**src/verilog/cfs_pkg.sv**
```systemverilog
// Package: register map, field values, reset values and timing counts for the I/O and sync block
package cfs_pkg;
   // Register byte offsets
   localparam logic [7:0] OUT_OFF    = 8'h00;
   localparam logic [7:0] IN_OFF     = 8'h04;
   localparam logic [7:0] ROUTE_OFF  = 8'h08;
   localparam logic [7:0] FILT_OFF   = 8'h0C;
   localparam logic [7:0] SYNC_OFF   = 8'h10;
   localparam logic [7:0] STAT_OFF   = 8'h14;
   localparam logic [7:0] MASK_OFF   = 8'h18;
   localparam logic [7:0] FRAME_OFF  = 8'h1C;
   localparam logic [7:0] ID_OFF     = 8'h20;
   // Event route enumerations
   localparam logic [3:0] ROUTE_INPUT_LINE = 4'h2;
   localparam logic [3:0] SRC_INPUT_QUEUE  = 4'h5;
   localparam logic [3:0] DELIVERY_EVENT   = 4'h3;
   // Reset values
   localparam logic [15:0] FILT_RST  = 16'h0000;
   localparam logic [1:0]  SYNC_RST  = 2'h0;
   localparam logic [2:0]  MASK_RST  = 3'h0;
   localparam logic [3:0]  DIV_RST   = 4'h0;
   // Status bit positions
   localparam int ST_EDGE  = 0;
   localparam int ST_SYNC  = 1;
   localparam int ST_FRAME = 2;
   // Timing
   localparam int CLK_PS       = 5000;
   localparam int FILT_STEP_PS = 480000;
   localparam int FILT_STEP_CYC = (FILT_STEP_PS + CLK_PS - 1) / CLK_PS;
   localparam int MIN_PULSE_PS = 100000;
   localparam int MIN_PULSE_CYC = (MIN_PULSE_PS + CLK_PS - 1) / CLK_PS;
   localparam int STRETCH_PS   = 1000000;
   localparam int STRETCH_CYC  = (STRETCH_PS + CLK_PS - 1) / CLK_PS;
   localparam logic [31:0] ID_VALUE = 32'h00C0FFEE; // Arbitrary value
   // Sync modes
   typedef enum logic [1:0] {
      CFS_SYNC_OFF    = 2'b00,
      CFS_SYNC_FOLLOW = 2'b01,
      CFS_SYNC_RELAY  = 2'b10,
      CFS_SYNC_LEAD   = 2'b11
   } cfs_sync_t;
endpackage : cfs_pkg

```
**src/verilog/cfs_top.sv**
```systemverilog
// General I/O line, debounced input events and frame sync channel with APB registers
// Operation
// - Output line follows output level setting
// - Input status reflects input line level
// - Input change raises notification when routed
// - Filter ignores transitions within setting times 480ns
// - Filter resets to zero; zero means pass-through
// - Filter setting is sixteen bits wide
// - Sync input aligns frame start
// - Pulses at least 100ns, stretched to 1us
// - Sync mode resets to disabled
// - Slow configuration uses fraction of pulse rate
// - Relaying leader forwards pulses, follower does not
`timescale 1ns/1ps
module cfs_top (
   input  wire logic        pclk,          // APB clock, 200 MHz
   input  wire logic        presetn,       // Async reset, active low
   input  wire logic        psel,          // APB select
   input  wire logic        penable,       // APB enable
   input  wire logic        pwrite,        // APB direction
   input  wire logic [7:0]  paddr,         // APB byte address
   input  wire logic [31:0] pwdata,        // APB write data
   output logic      [31:0] prdata,        // APB read data
   output logic             pready,        // APB ready
   output logic             pslverr,       // APB error
   input  wire logic        general_input_line, // Async input pin
   input  wire logic        sync_in,       // Async sync pulse pin
   output logic             general_output_line, // Output pin
   output logic             sync_relay_out, // Relayed sync pulse
   output logic             frame_start,   // One-cycle frame start pulse
   output logic             event_notify,  // One-cycle change notification
   output logic             irq            // Level interrupt
);
   logic        out_reg;
   logic [3:0]  route_reg, src_reg, dlv_reg;
   logic [15:0] filt_reg;
   cfs_pkg::cfs_sync_t mode_reg;
   logic [3:0]  div_reg;
   logic [2:0]  stat_reg, mask_reg;
   logic [2:0]  in_sync_reg, sy_sync_reg;
   logic        in_state_reg;
   logic [15:0] filt_cnt_reg;
   logic [7:0]  step_cnt_reg;
   logic        sy_state_reg;
   logic [7:0]  sy_wid_reg;
   logic        sy_acc_reg;
   logic [7:0]  str_cnt_reg;
   logic [3:0]  div_cnt_reg;
   logic [15:0] frame_cnt_reg;
   logic        wr, rd, hit, in_edge, sy_acc, frame_ev, ev_route;
   logic [2:0]  stat_next;

   // Bus decode; zero wait states
   assign wr = psel & penable & pwrite;
   assign rd = psel & penable & ~pwrite;

   function automatic logic mapped(input logic [7:0] a);
      mapped = (a == cfs_pkg::OUT_OFF) || (a == cfs_pkg::IN_OFF) || (a == cfs_pkg::ROUTE_OFF)
            || (a == cfs_pkg::FILT_OFF) || (a == cfs_pkg::SYNC_OFF) || (a == cfs_pkg::STAT_OFF)
            || (a == cfs_pkg::MASK_OFF) || (a == cfs_pkg::FRAME_OFF) || (a == cfs_pkg::ID_OFF);
   endfunction : mapped
   assign hit = mapped(paddr);

   // Control registers written by software
   always_ff @(posedge pclk or negedge presetn) begin
      if (!presetn) begin
         out_reg   <= 1'b0;
         route_reg <= 4'h0;
         src_reg   <= 4'h0;
         dlv_reg   <= 4'h0;
         filt_reg  <= cfs_pkg::FILT_RST;
         mode_reg  <= cfs_pkg::CFS_SYNC_OFF;
         div_reg   <= cfs_pkg::DIV_RST;
         mask_reg  <= cfs_pkg::MASK_RST;
      end else if (wr) begin
         if (paddr == cfs_pkg::OUT_OFF) begin
            out_reg <= pwdata[0];
         end else if (paddr == cfs_pkg::ROUTE_OFF) begin
            route_reg <= pwdata[3:0];
            src_reg   <= pwdata[7:4];
            dlv_reg   <= pwdata[11:8];
         end else if (paddr == cfs_pkg::FILT_OFF) begin
            filt_reg <= pwdata[15:0];
         end else if (paddr == cfs_pkg::SYNC_OFF) begin
            mode_reg <= cfs_pkg::cfs_sync_t'(pwdata[1:0]);
            div_reg  <= pwdata[7:4];
         end else if (paddr == cfs_pkg::MASK_OFF) begin
            mask_reg <= pwdata[2:0];
         end
      end
   end

   // Read mux; unmapped addresses answer with an error and zero data
   always_ff @(posedge pclk or negedge presetn) begin
      if (!presetn) begin
         prdata  <= 32'h00000000;
         pready  <= 1'b0;
         pslverr <= 1'b0;
      end else begin
         pready  <= psel & ~penable;
         pslverr <= psel & ~penable & ~hit;
         prdata  <= 32'h00000000;
         if (psel & ~penable & ~pwrite) begin
            if (paddr == cfs_pkg::OUT_OFF) begin
               prdata <= {31'h00000000, out_reg};
            end else if (paddr == cfs_pkg::IN_OFF) begin
               prdata <= {31'h00000000, in_state_reg};
            end else if (paddr == cfs_pkg::ROUTE_OFF) begin
               prdata <= {20'h00000, dlv_reg, src_reg, route_reg};
            end else if (paddr == cfs_pkg::FILT_OFF) begin
               prdata <= {16'h0000, filt_reg};
            end else if (paddr == cfs_pkg::SYNC_OFF) begin
               prdata <= {24'h000000, div_reg, 2'h0, mode_reg};
            end else if (paddr == cfs_pkg::STAT_OFF) begin
               prdata <= {29'h00000000, stat_reg};
            end else if (paddr == cfs_pkg::MASK_OFF) begin
               prdata <= {29'h00000000, mask_reg};
            end else if (paddr == cfs_pkg::FRAME_OFF) begin
               prdata <= {16'h0000, frame_cnt_reg};
            end else if (paddr == cfs_pkg::ID_OFF) begin
               prdata <= cfs_pkg::ID_VALUE;
            end
         end
      end
   end
   // Access phase lasts one cycle since pready rises on the setup edge
   logic unused_rd;
   assign unused_rd = rd;

   // Three-stage synchronisers; a change counts when stages two and three agree
   always_ff @(posedge pclk or negedge presetn) begin
      if (!presetn) begin
         in_sync_reg <= 3'h0;
         sy_sync_reg <= 3'h0;
      end else begin
         in_sync_reg <= {in_sync_reg[1:0], general_input_line};
         sy_sync_reg <= {sy_sync_reg[1:0], sync_in};
      end
   end

   // Debounce: new level must hold filt_reg steps of 480 ns; zero passes through
   always_ff @(posedge pclk or negedge presetn) begin
      if (!presetn) begin
         in_state_reg <= 1'b0;
         filt_cnt_reg <= 16'h0000;
         step_cnt_reg <= 8'h00;
      end else if (in_sync_reg[1] != in_sync_reg[2] || in_sync_reg[2] == in_state_reg) begin
         filt_cnt_reg <= 16'h0000;
         step_cnt_reg <= 8'h00;
      end else if (filt_reg == 16'h0000 || filt_cnt_reg == filt_reg) begin
         in_state_reg <= in_sync_reg[2];
         filt_cnt_reg <= 16'h0000;
         step_cnt_reg <= 8'h00;
      end else if (step_cnt_reg == 8'(cfs_pkg::FILT_STEP_CYC - 1)) begin
         step_cnt_reg <= 8'h00;
         filt_cnt_reg <= filt_cnt_reg + 16'h0001;
      end else begin
         step_cnt_reg <= step_cnt_reg + 8'h01;
      end
   end
   assign in_edge = (in_sync_reg[1] == in_sync_reg[2]) && (in_sync_reg[2] != in_state_reg)
                  && (filt_reg == 16'h0000 || filt_cnt_reg == filt_reg);
   assign ev_route = (route_reg == cfs_pkg::ROUTE_INPUT_LINE)
                   && (src_reg == cfs_pkg::SRC_INPUT_QUEUE)
                   && (dlv_reg == cfs_pkg::DELIVERY_EVENT);

   // Output line and change notification
   always_ff @(posedge pclk or negedge presetn) begin
      if (!presetn) begin
         general_output_line <= 1'b0;
         event_notify        <= 1'b0;
      end else begin
         general_output_line <= out_reg;
         event_notify        <= in_edge & ev_route;
      end
   end

   // Sync pulse width check: accept only pulses of at least 100 ns
   always_ff @(posedge pclk or negedge presetn) begin
      if (!presetn) begin
         sy_state_reg <= 1'b0;
         sy_wid_reg   <= 8'h00;
         sy_acc_reg   <= 1'b0;
      end else begin
         if (sy_sync_reg[1] == sy_sync_reg[2]) begin
            sy_state_reg <= sy_sync_reg[2];
         end
         if (!sy_state_reg) begin
            sy_wid_reg <= 8'h00;
            sy_acc_reg <= 1'b0;
         end else if (sy_wid_reg != 8'hFF) begin
            sy_wid_reg <= sy_wid_reg + 8'h01;
         end
         if (sy_acc) begin
            sy_acc_reg <= 1'b1;
         end
      end
   end
   assign sy_acc = sy_state_reg && !sy_acc_reg && (mode_reg != cfs_pkg::CFS_SYNC_OFF)
                && (sy_wid_reg == 8'(cfs_pkg::MIN_PULSE_CYC - 1));

   // Stretch accepted pulse to 1 us; relay only in relaying leader mode
   always_ff @(posedge pclk or negedge presetn) begin
      if (!presetn) begin
         str_cnt_reg    <= 8'h00;
         sync_relay_out <= 1'b0;
      end else begin
         if (sy_acc) begin
            str_cnt_reg <= 8'(cfs_pkg::STRETCH_CYC);
         end else if (str_cnt_reg != 8'h00) begin
            str_cnt_reg <= str_cnt_reg - 8'h01;
         end
         sync_relay_out <= (mode_reg == cfs_pkg::CFS_SYNC_RELAY)
                         && (sy_acc || str_cnt_reg > 8'h01);
      end
   end

   // Frame start on every (div_reg+1)-th accepted pulse; slow configs use a divider
   always_ff @(posedge pclk or negedge presetn) begin
      if (!presetn) begin
         div_cnt_reg   <= 4'h0;
         frame_start   <= 1'b0;
         frame_cnt_reg <= 16'h0000;
      end else begin
         frame_start <= 1'b0;
         if (sy_acc) begin
            if (div_cnt_reg >= div_reg) begin
               div_cnt_reg   <= 4'h0;
               frame_start   <= 1'b1;
               frame_cnt_reg <= frame_cnt_reg + 16'h0001;
            end else begin
               div_cnt_reg <= div_cnt_reg + 4'h1;
            end
         end
      end
   end
   assign frame_ev = sy_acc && (div_cnt_reg >= div_reg);

   // Sticky status, write one to clear; set wins over clear
   always_comb begin
      stat_next = stat_reg;
      if (wr && paddr == cfs_pkg::STAT_OFF) begin
         stat_next = stat_next & ~pwdata[2:0];
      end
      stat_next[cfs_pkg::ST_EDGE]  = stat_next[cfs_pkg::ST_EDGE] | in_edge;
      stat_next[cfs_pkg::ST_SYNC]  = stat_next[cfs_pkg::ST_SYNC] | sy_acc;
      stat_next[cfs_pkg::ST_FRAME] = stat_next[cfs_pkg::ST_FRAME] | frame_ev;
   end
   always_ff @(posedge pclk or negedge presetn) begin
      if (!presetn) begin
         stat_reg <= 3'h0;
         irq      <= 1'b0;
      end else begin
         stat_reg <= stat_next;
         irq      <= |(stat_next & mask_reg);
      end
   end
endmodule : cfs_top
```
**config.mk**
```make
export PLATFORM = sky130hd
export DESIGN_NAME = cfs_top
export DESIGN_NICKNAME = d
export VERILOG_FILES = /design/src/verilog/cfs_pkg.sv /design/src/verilog/cfs_top.sv
export SDC_FILE = /design/constraint.sdc
export NUM_CORES = 1
export LEC_CHECK = 0
export ABC_CLOCK_PERIOD_IN_PS = 2100
export BUFFER_PORTS_ARGS = -buffer_cell sky130_fd_sc_hd__buf_4
export CAP_MARGIN = 20
export CELL_PAD_IN_SITES_DETAIL_PLACEMENT = 0
export CELL_PAD_IN_SITES_GLOBAL_PLACEMENT = 1
export CORE_MARGIN = 1.5
export CORE_UTILIZATION = 41
export CTS_BUF_LIST = sky130_fd_sc_hd__clkbuf_4 sky130_fd_sc_hd__clkbuf_8 sky130_fd_sc_hd__clkbuf_16
export DETAILED_ROUTE_END_ITERATION = 6
export MAX_ROUTING_LAYER = met4
export PLACE_DENSITY_LB_ADDON = 0.1
export REMOVE_ABC_BUFFERS = 1
export SLEW_MARGIN = 5
export SYNTH_ARGS = -nofsm -noshare
export SYNTH_HDL_FRONTEND = slang
export SYNTH_SLANG_ARGS = --single-unit
```
**constraint.sdc**
```tcl
create_clock -name pclk -period 2.1 [get_ports pclk]
set_input_delay 0.21 -clock pclk [delete_from_list [all_inputs] [get_ports pclk]]
set_output_delay 0.21 -clock pclk [all_outputs]
set_load 0.005 [all_outputs]
```
==> out/results.ini, run 1 <==
[clock_network]
path_clk_slew_ns=0.06
cts_max_path_buffers=2
cts_tree=yes
cts_htree_levels=4
root_buffer=clkbuf_16
insertion_delay_ns=0.42
cts_buffers=17
cts.sinks=134

[synthesis]
yosysSeqAreaShare=0.5090
synth.most_common_cell=dfrtp_1
synthCells=628
yosysWarnings=0
yosys-top-cells-count=134 x dfrtp_1, 53 x nor2_1, 46 x nand2_1
async_flop_share=1.000
netlist_area_um2=6588
ys_types=58
ys_ff_latch=134
synth_edf_count=0
yosysTopAreaCellShare=0.5090
yosys.area.top_type=dfrtp_1
syn_avg_cell_area_um2=10.49
synth_ff_type=dfrtp_1
synth_area_leaders=dfrtp_1 51%, mux2_2 6.8%, xor2_1 3.9%

[route]
drt-total-wl_um=16310
vias=5081
vias_per_cell=5.315
first_pass_iters=5
drtAntennaViolNets=0
drc=0
drt-initial-drc-count=384
avgRoutedWirePerCell_um=17.06

[job]
maxCapViolCount=0

[grt]
first_global_vias=5161
grt_pass1_wl_um=26840
grtUsageTotal=0.2167
antenna_found_initial=0
grt_overflow=0
grt_max_degree=55

[finish]
num_antenna_cells=0
largest_reg_flops=17
finalInstanceArea_um2=8294
drive_above_1_share=0.2649
post-route-util=0.5259
nNetsFinal=785
area_growth_pct=25.91
top_register=prdata

[setup_path]
path_delay_family=simple AND/OR/NAND/NOR gates
slowest_delay_ns=0.63
critical_path_class=flip-flop to flip-flop
crit_path_start_kind=flip-flop
critical_path_depth=5
reg2reg_to=frame_cnt_reg[5]
critical_path.endpoint_type=flip-flop
reg2reg_from=sy_wid_reg[3]
required_ns=2.40
critPathMaxFanout=7
slowest_stage=or4_4
cp_cell_sequence=nor4b_4, o2111ai_2, or4_4, or3_1, xnor2_1
cp_num_buf_inv=0
r2r_setup_slack_ns=-0.04
r2r.worst_path.cells=5
arrival_ns=2.45

[floorplan]
die_w_um=129.8
fp.dieH_um=129.8
dieArea_um2=16840
pin_count=86
core_um2=15770
start_util=0.4177
rows=46

[hold_path]
hold_path_class=input port to flip-flop
holdPathEnd=filt_reg[13]
holdPathStages=2
hp-start=pwdata[13]

[power_and_ir_drop]
power.density_nw_per_um2=766.5
p_seq_frac=0.418
power_frac_clock=0.510
power_mw=6.357
p_int_mw=4.944
ir_drop_uv=603.8
leakage_nw=3.873
switching_share=0.2223
power_frac_comb=0.071
p_switching_mw=1.413

[status]
outcome=finished, violations left
violations=setup timing

[timing]
fin_crit_sh=1.020
setup_viol=2
clock.fmax_ghz=0.4668
hold-worst-slack_ns=0.01989
fin_ws_ns=-0.04220
rsz0062_at_grt=true
skew_ns=0.007903
final_hold_viol_count=0
drv_slew=0
fin_crit_ns=2.142

[placement]
gp_congestion=0.8863
port_buffers=55
dpl_cell_area_um2=7542
dp_hpwl_um=11680
dp_slack_ns=-0.2193

worst max path at each step:
stage                    from                 to  slack (ns)
3_3_place_gp       div_reg[0]   frame_cnt_reg[5]       -0.12
6_report        sy_wid_reg[3]   frame_cnt_reg[5]       -0.04
2_1_floorplan        paddr[1]         dlv_reg[0]       -0.41
4_1_cts         sy_wid_reg[3]   frame_cnt_reg[5]       -0.04
5_1_grt         sy_wid_reg[3]   frame_cnt_reg[5]       -0.11
3_5_place_dp   div_cnt_reg[0]  frame_cnt_reg[13]       -0.22
power by group through the flow:
stage	logic (mW)	clock network, mW	registers [mW]
4_1_cts	0.453	3.30	2.66
3_3_place_gp	0.435	0	2.70
5_1_grt	0.508	3.43	2.66
2_1_floorplan	0.206	0	2.70
6_report	0.453	3.24	2.66
3_5_place_dp	0.445	0	2.70
final cells by class:
class	count	area, um^2
Tap cell	216	270.3
Clock inverter	14	206.4
Multi-Input combinational cell	449	3075
Clock buffer	18	439.2
Sequential cell	134	3353
Timing Repair Buffer	105	874.6
Inverter	20	75.07
Fill cell	1476	7476
timing repair:
action | 4_1_cts | 5_1_grt
endpoints found under the hold margin | 29 | 0
setup buffers | 0 | 1
pin swaps | 2 | 4
hold buffers | 3 | 0
resized for setup | 7 | 8
setup endpoints to repair | 11 | 13
stage by stage:
| step | setup TNS [ns] | instances |
|---|---|---|
| after floorplan | -5.810 | 603 |
| after global placement | -0.8739 | 921 |
| after detailed placement | -1.580 | 921 |
| after CTS | -0.04089 | 955 |
| after global routing | -0.3779 | 956 |
| final | -0.06554 | 956 |
cells by family (layout without fill, tap and decap cells):
group,count (synthesis),count (layout),share of synthesized area
AO/OA/AOI/OAI,84,84,0.08357
XOR/XNOR,55,55,0.07312
adder cells (fa/ha/maj),12,12,0.02241
other,1,14,0.0005693
multiplexers,42,42,0.07141
flip-flops,134,134,0.5090
buffers and inverters,58,157,0.04311
AND/OR/NAND/NOR,242,242,0.1968
layer usage:
| metal | up-vias | routed length [um] | global-route usage |
|---|---|---|---|
| li1 | 2427 | - | - |
| met1 | 2493 | 7869 | 0.3023 |
| met2 | 143 | 7405 | 0.3175 |
| met3 | 18 | 822 | 0.04961 |
| met4 | 0 | 212 | 0.06078 |
| met5 | - | 0 | - |
layout by cell type, fill, tap and decap left out, types with 3 or more instances in the layout:
cell type / n
dfrtp_1: 134
buf_4: 95
nor2_1: 53
nand2_1: 46
mux2_2: 40
nand3_1: 29
xor2_1: 29
xnor2_1: 26
nor3_1: 23
o21ai_0: 21
inv_1: 19
a21oi_1: 17
clkbuf_16: 17
conb_1: 14
nor4_1: 13
a221oi_1: 12
ha_1: 11
nand4_1: 10
and3_1: 9
nand2b_1: 8
a31oi_1: 8
and4_1: 8
nor4_2: 6
buf_12: 6
or3_1: 5
nor3b_1: 5
clkinv_2: 5
bufinv_16: 5
or2_2: 4
o22ai_1: 4
o31ai_1: 3
and2_1: 3
clkinvlp_4: 3
dlygate4sd3_1: 3
Note: power is estimated with default switching activity, not from simulation.
==> run 2: changes to the inputs <==
--- a/config.mk
+++ b/config.mk
@@ -6,7 +6,7 @@
 export NUM_CORES = 1
 export LEC_CHECK = 0
 export ABC_CLOCK_PERIOD_IN_PS = 2100
-export BUFFER_PORTS_ARGS = -buffer_cell sky130_fd_sc_hd__buf_4
+export BUFFER_PORTS_ARGS = -buffer_cell sky130_fd_sc_hd__buf_2
 export CAP_MARGIN = 20
 export CELL_PAD_IN_SITES_DETAIL_PLACEMENT = 0
 export CELL_PAD_IN_SITES_GLOBAL_PLACEMENT = 1
==> run 2 against run 1 <==
Compared with the run above:
- the run now ends clean
- die area stayed put
- largest cell class unchanged
- sequential power hardly changed
- global-route usage is 0.98 points lower
- highest routed layer unchanged
- clock skew is 0.00084 ns higher
- largest power group unchanged
- critical path type unchanged
- clock-buffer cell count is 1 higher
- sequential share of layout area is 0.72 points higher
==> out/results.ini, run 2 (same netlist as run 1, synthesis figures left out) <==
[status]
outcome=completed  ; was finished, violations left

[floorplan]
dieArea_um2=16840  ; unchanged
core_um2=15770  ; unchanged
pin_count=86  ; unchanged
die_w_um=129.8  ; unchanged
start_util=0.4177  ; unchanged
rows=46  ; unchanged
fp.dieH_um=129.8  ; unchanged

[clock_network]
path_clk_slew_ns=0.06  ; about the same
cts_max_path_buffers=2  ; unchanged
root_buffer=clkbuf_16  ; unchanged
cts_tree=yes  ; unchanged
cts_buffers=17  ; unchanged
insertion_delay_ns=0.42  ; about the same
cts_htree_levels=4  ; unchanged
cts.sinks=134  ; unchanged

[finish]
drive_above_1_share=0.2655  ; was 0.2649
final_common_cell=dfrtp_1  ; unchanged
num_antenna_cells=0  ; unchanged
largest_reg_flops=17  ; unchanged
post-route-util=0.5167  ; was 0.5259
nNetsFinal=788  ; was 785
layout_common_cells=134 x dfrtp_1, 54 x buf_2, 53 x nor2_1, 46 x nand2_1, 45 x buf_4  ; was 134 x dfrtp_1, 95 x buf_4, 53 x nor2_1, 46 x nand2_1, 40 x mux2_2
area_growth_pct=23.70  ; was 25.91%
top_register=prdata  ; unchanged

[power_and_ir_drop]
power.density_nw_per_um2=753.4  ; was 766.5 nW/um^2
p_seq_frac=0.433  ; was 0.418
power_frac_comb=0.071  ; about the same
switching_share=0.2309  ; was 0.2223
ir_drop_uv=572.8  ; was 603.8 uV
p_int_mw=4.722  ; was 4.944 mW
leakage_nw=3.884  ; was 3.873 nW
power_mw=6.140  ; was 6.357 mW
power_frac_clock=0.496  ; was 0.510
p_switching_mw=1.417  ; was 1.413 mW

[setup_path]
arrival_ns=2.40  ; was 2.45 ns
critPathMaxFanout=7  ; unchanged
required_ns=2.40  ; about the same
crit_path_start_kind=flip-flop  ; unchanged
reg2reg_from=div_reg[2]  ; was sy_wid_reg[3]
critical_path.endpoint_type=flip-flop  ; unchanged
worstSetupStartpoint=div_reg[2]  ; was sy_wid_reg[3]
critical_path_class=flip-flop to flip-flop  ; unchanged

[route]
drtAntennaViolNets=0  ; unchanged
drc=0  ; unchanged
vias=5030  ; was 5081
drt-initial-drc-count=343  ; was 384
avgRoutedWirePerCell_um=16.45  ; was 17.06 um
first_pass_iters=4  ; was 5
drt-total-wl_um=15760  ; was 16310 um
vias_per_cell=5.251  ; was 5.315

[timing]
fin_crit_ns=2.095  ; was 2.142 ns
clock.fmax_ghz=0.4773  ; was 0.4668 GHz
rsz0062_at_grt=true  ; unchanged
slew_headroom=0.6592
skew_ns=0.008739  ; was 0.007903 ns
final_hold_viol_count=0  ; unchanged
setup_viol=0  ; was 2
tightest_slew_ns=0.5065
fin_crit_sh=0.9976  ; was 1.020
drv_slew=0  ; unchanged

[grt]
grt_most_used_layer=met1  ; was met2
antenna_found_initial=0  ; unchanged
grt_overflow=0  ; unchanged
grtUsageTotal=0.2068  ; was 0.2167
use_met1=0.2988  ; was 0.3023
grt_max_degree=52  ; was 55
first_global_vias=4920  ; was 5161
use_met2=0.2898  ; was 0.3175
use_met3=0.05535  ; was 0.04961
grt_pass1_wl_um=25810  ; was 26840 um

[placement]
dp_hpwl_um=11370  ; was 11680 um
port_buffers=55  ; unchanged
gp_congestion=0.8965  ; was 0.8863

[job]
maxCapViolCount=0  ; unchanged

[hold_path]
hold_path_class=input port to flip-flop  ; unchanged
hp-start=pwdata[14]  ; was pwdata[13]

## run 2: cell count changes in the layout (fill, tap and decap cells not counted), moves of 2 or more
cell and delta:
buf_2 +54, buf_4 -50, nor4_2 -5, nor4_1 +3, bufinv_16 -2, clkinv_2 -2, clkinv_4 +2, nor4_4 +2
## run 2: worst paths after layout
path / end / slack [ns] / depth (start not counted)
max: frame_cnt_reg[5] / 0.005 / 7
min: filt_reg[14] / 0.03 / 2
max reg2reg: frame_cnt_reg[5] / 0.005 / 7
min reg2reg: in_sync_reg[1] / 0.35 / 0
max in group asynchronous: pslverr / 1.22 / 3
min in group asynchronous: str_cnt_reg[6] / 0.27 / 2
## run 2: critical path, cell delays in order, from the launching register on
cell and delay (ns):
dfrtp_1 0.37, inv_1 0.07, ha_1 0.27, o21a_1 0.12, nor2_1 0.05, or4_4 0.61, or3_4 0.36, xnor2_1 0.13
## run 2: through the flow
step                      instance area (um^2)  worst slack, ns  hold WS, ns  std cells  setup TNS (ns)
after floorplan                           6427          -0.4128     -0.08559        603          -5.810
after global placement                    7410         -0.08179       0.1444        923         -0.4373
after detailed placement                  7410          -0.1408       0.1531        923         -0.8886
after CTS                                 8071          0.04558     0.006434        957               0
after global routing                      8149         -0.06911      0.01211        958         -0.1867
final                                     8149         0.005071      0.02539        958               0
## run 2: final cells by class
cell class                      instances  area [um^2]
Multi-Input combinational cell        449         3094
Timing Repair Buffer                  108        749.5
Inverter                               20        75.07
Sequential cell                       134         3353
Tap cell                              216        270.3
Clock buffer                           19        452.9
Clock inverter                         12        153.9
Fill cell                            1453         7621
## run 2: power groups by stage
stage | clock network, mW | logic [mW] | registers [mW]
finish | 3.05 | 0.436 | 2.66
CTS | 3.12 | 0.438 | 2.66
global route | 3.25 | 0.496 | 2.66
detailed placement | 0 | 0.430 | 2.70
floorplan | 0 | 0.206 | 2.70
global placement | 0 | 0.418 | 2.70
## run 2: layer usage
layer | wire [um] | share of wire
met5 | 0 | 0
met4 | 113 | 0.0072
met3 | 702 | 0.045
met2 | 6949 | 0.44
met1 | 7997 | 0.51
## run 2: timing repair
action                                  4_1_cts  5_1_grt
endpoints found under the setup margin        8       13
endpoints found under the hold margin        39        0
buffers inserted                              0        1
resized for setup                             5       12
pin swaps                                     1        3
hold buffers                                  3        0
==> run 3: changes to the inputs <==
--- a/config.mk
+++ b/config.mk
@@ -10,6 +10,7 @@
 export CAP_MARGIN = 20
 export CELL_PAD_IN_SITES_DETAIL_PLACEMENT = 0
 export CELL_PAD_IN_SITES_GLOBAL_PLACEMENT = 1
+export CORE_ASPECT_RATIO = 0.75
 export CORE_MARGIN = 1.5
 export CORE_UTILIZATION = 41
 export CTS_BUF_LIST = sky130_fd_sc_hd__clkbuf_4 sky130_fd_sc_hd__clkbuf_8 sky130_fd_sc_hd__clkbuf_16
==> run 3 against run 2 <==
Compared with the run above:
- setup slack better by 0.012 ns
- wire length rose by 2.5%
- largest power group unchanged
- hold slack got worse by 0.0032 ns
- final area decreased by 0.32%
- highest routed layer unchanged
- non-clock buffer count is 2 higher
==> out/results.ini, run 3 (same netlist as run 1, synthesis figures left out) <==
[finish]
final_cells=950  ; was 958
largest_reg_flops=17  ; unchanged
final_common_cell=dfrtp_1  ; unchanged
nNetsFinal=790  ; was 788
drive_above_1_share=0.2752  ; was 0.2655
num_antenna_cells=0  ; unchanged
layout_common_cells=134 x dfrtp_1, 54 x buf_2, 53 x nor2_1, 46 x nand2_1, 46 x buf_4  ; was 134 x dfrtp_1, 54 x buf_2, 53 x nor2_1, 46 x nand2_1, 45 x buf_4
top_register=prdata  ; unchanged
area_growth_pct=23.30  ; was 23.70%
finalInstanceArea_um2=8123  ; was 8149 um^2

[floorplan]
start_util=0.4259  ; was 0.4177
dieArea_um2=16840  ; about the same
fp.dieH_um=112.8  ; was 129.8 um
pin_count=86  ; unchanged
die_w_um=149.4  ; was 129.8 um
core_um2=15470  ; was 15770 um^2
rows=39  ; was 46

[status]
outcome=completed  ; unchanged

[timing]
final_hold_viol_count=0  ; unchanged
hold-worst-slack_ns=0.02216  ; was 0.02539 ns
setup_viol=0  ; unchanged
skew_ns=0.006288  ; was 0.008739 ns
clock.fmax_ghz=0.4801  ; was 0.4773 GHz
fin_crit_sh=0.9919  ; was 0.9976
fin_crit_ns=2.083  ; was 2.095 ns
fin_ws_ns=0.01695  ; was 0.005071 ns
rsz0062_at_grt=true  ; unchanged
drv_slew=0  ; unchanged

[route]
avgRoutedWirePerCell_um=17.01  ; was 16.45 um
drt-initial-drc-count=312  ; was 343
drc=0  ; unchanged
first_pass_iters=5  ; was 4
vias_per_cell=5.307  ; was 5.251
drt-total-wl_um=16160  ; was 15760 um
drtAntennaViolNets=0  ; unchanged
vias=5042  ; was 5030

[setup_path]
required_ns=2.40  ; about the same
critical_path.endpoint_type=flip-flop  ; unchanged
critical_path_class=flip-flop to flip-flop  ; unchanged
cp_cell_sequence=nor4b_2, o2111ai_2, or4_4, or3_4, xnor2_1  ; was inv_1, ha_1, o21a_1, nor2_1, or4_4, or3_4, xnor2_1
reg2reg_from=sy_acc_reg  ; was div_reg[2]
crit_path_start_kind=flip-flop  ; unchanged
slowest_stage=or4_4  ; unchanged
critPathMaxFanout=7  ; unchanged
worstSetupStartpoint=sy_acc_reg  ; was div_reg[2]
path_delay_family=simple AND/OR/NAND/NOR gates  ; unchanged
cp_num_buf_inv=0  ; was 1
slowest_delay_ns=0.59  ; was 0.61 ns
arrival_ns=2.38  ; was 2.40 ns

[placement]
dp.cells=915  ; was 923
dp_slack_ns=-0.1293  ; was -0.1408 ns
gp_congestion=0.8843  ; was 0.8965
port_buffers=55  ; unchanged
dpl_cell_area_um2=7418  ; was 7410 um^2
dp_hpwl_um=11750  ; was 11370 um

[power_and_ir_drop]
power.density_nw_per_um2=732.7  ; was 753.4 nW/um^2
leakage_nw=3.869  ; was 3.884 nW
ir_drop_uv=456.3  ; was 572.8 uV

[job]
maxCapViolCount=0  ; unchanged

[clock_network]
path_clk_slew_ns=0.06  ; about the same
cts_max_path_buffers=2  ; unchanged
cts_tree=yes  ; unchanged
insertion_delay_ns=0.42  ; about the same
root_buffer=clkbuf_16  ; unchanged
cts_htree_levels=4  ; unchanged
cts_buffers=17  ; unchanged
cts.sinks=134  ; unchanged

[hold_path]
hp-start=pwdata[13]  ; was pwdata[14]
hold_path_class=input port to flip-flop  ; unchanged

[grt]
grt_overflow=0  ; unchanged
grtUsageTotal=0.2144  ; was 0.2068
grt_max_degree=48  ; was 52
grt_pass1_wl_um=26880  ; was 25810 um
antenna_found_initial=0  ; unchanged
first_global_vias=5052  ; was 4920

==> run 3: changes by cell type in the layout (fill, tap and decap cells not counted), sizes merged <==
cell | previous run | this run
clkbuf | 19 | 23
buf | 105 | 107
clkinvlp | 3 | 2
bufinv | 3 | 1
==> run 3: cell type report <==
| type | instances | area [um^2] |
|---|---|---|
| Sequential cell | 134 | 3353 |
| Timing Repair Buffer | 110 | 768.2 |
| Multi-Input combinational cell | 449 | 3099 |
| Inverter | 20 | 75.07 |
| Clock inverter | 9 | 75.07 |
| Clock buffer | 23 | 495.5 |
| Tap cell | 205 | 256.5 |
| Fill cell | 1376 | 7346 |
==> run 3: metrics by stage <==
step,utilization,power (mW),TNS (ns)
floorplan,-,2.910,-5.810
global placement,0.4796,3.117,-0.7509
detailed placement,0.4796,3.133,-0.8905
CTS,0.5190,6.008,-0.04990
global route,0.5251,6.210,-0.1681
finish,0.5251,5.952,0
==> run 3: layer usage <==
| layer | GRT usage | routed length, um | up-vias |
|---|---|---|---|
| li1 | - | - | 2436 |
| met2 | 0.2808 | 6523 | 125 |
| met4 | 0.06403 | 169 | 0 |
| met5 | - | 0 | - |
| met1 | 0.3266 | 8773 | 2469 |
| met3 | 0.04637 | 696 | 12 |
==> run 3: what timing repair did <==
action                     in CTS  in global routing
hold buffers                    3                  0
gates resized for setup         2                 19
pin swaps                       0                  5
buffers inserted                0                  1
setup endpoints to repair       6                 23
hold endpoints to repair       46                  0
==> run 3: worst paths after layout <==
path                                endpoint  slack [ns]  cells past startpoint
hold reg to reg               sy_sync_reg[1]        0.35                      0
setup reg to reg            frame_cnt_reg[5]        0.02                      5
setup / recovery            frame_cnt_reg[5]        0.02                      5
min in group asynchronous  frame_cnt_reg[12]        0.29                      2
max in group asynchronous     str_cnt_reg[0]        1.13                      3
hold / removal                  filt_reg[13]        0.02                      2
==> run 3: worst register-to-register path: cells and delay by family, from the launching register on <==
kind	cells	cell delay, ns
AOI/OAI and AO/OA	1	0.21
xor gates and xnor gates	1	0.13
DFF	1	0.38
and+or+nand+nor	3	1.24
==> run 3: where the power goes <==
| group | leakage (nW) | internal (mW) | switching, mW |
|---|---|---|---|
| clock network | 0.285 | 1.76 | 1.09 |
| registers | 1.84 | 2.63 | 0.0298 |
| logic | 1.75 | 0.174 | 0.267 |
| total | 3.87 | 4.57 | 1.38 |
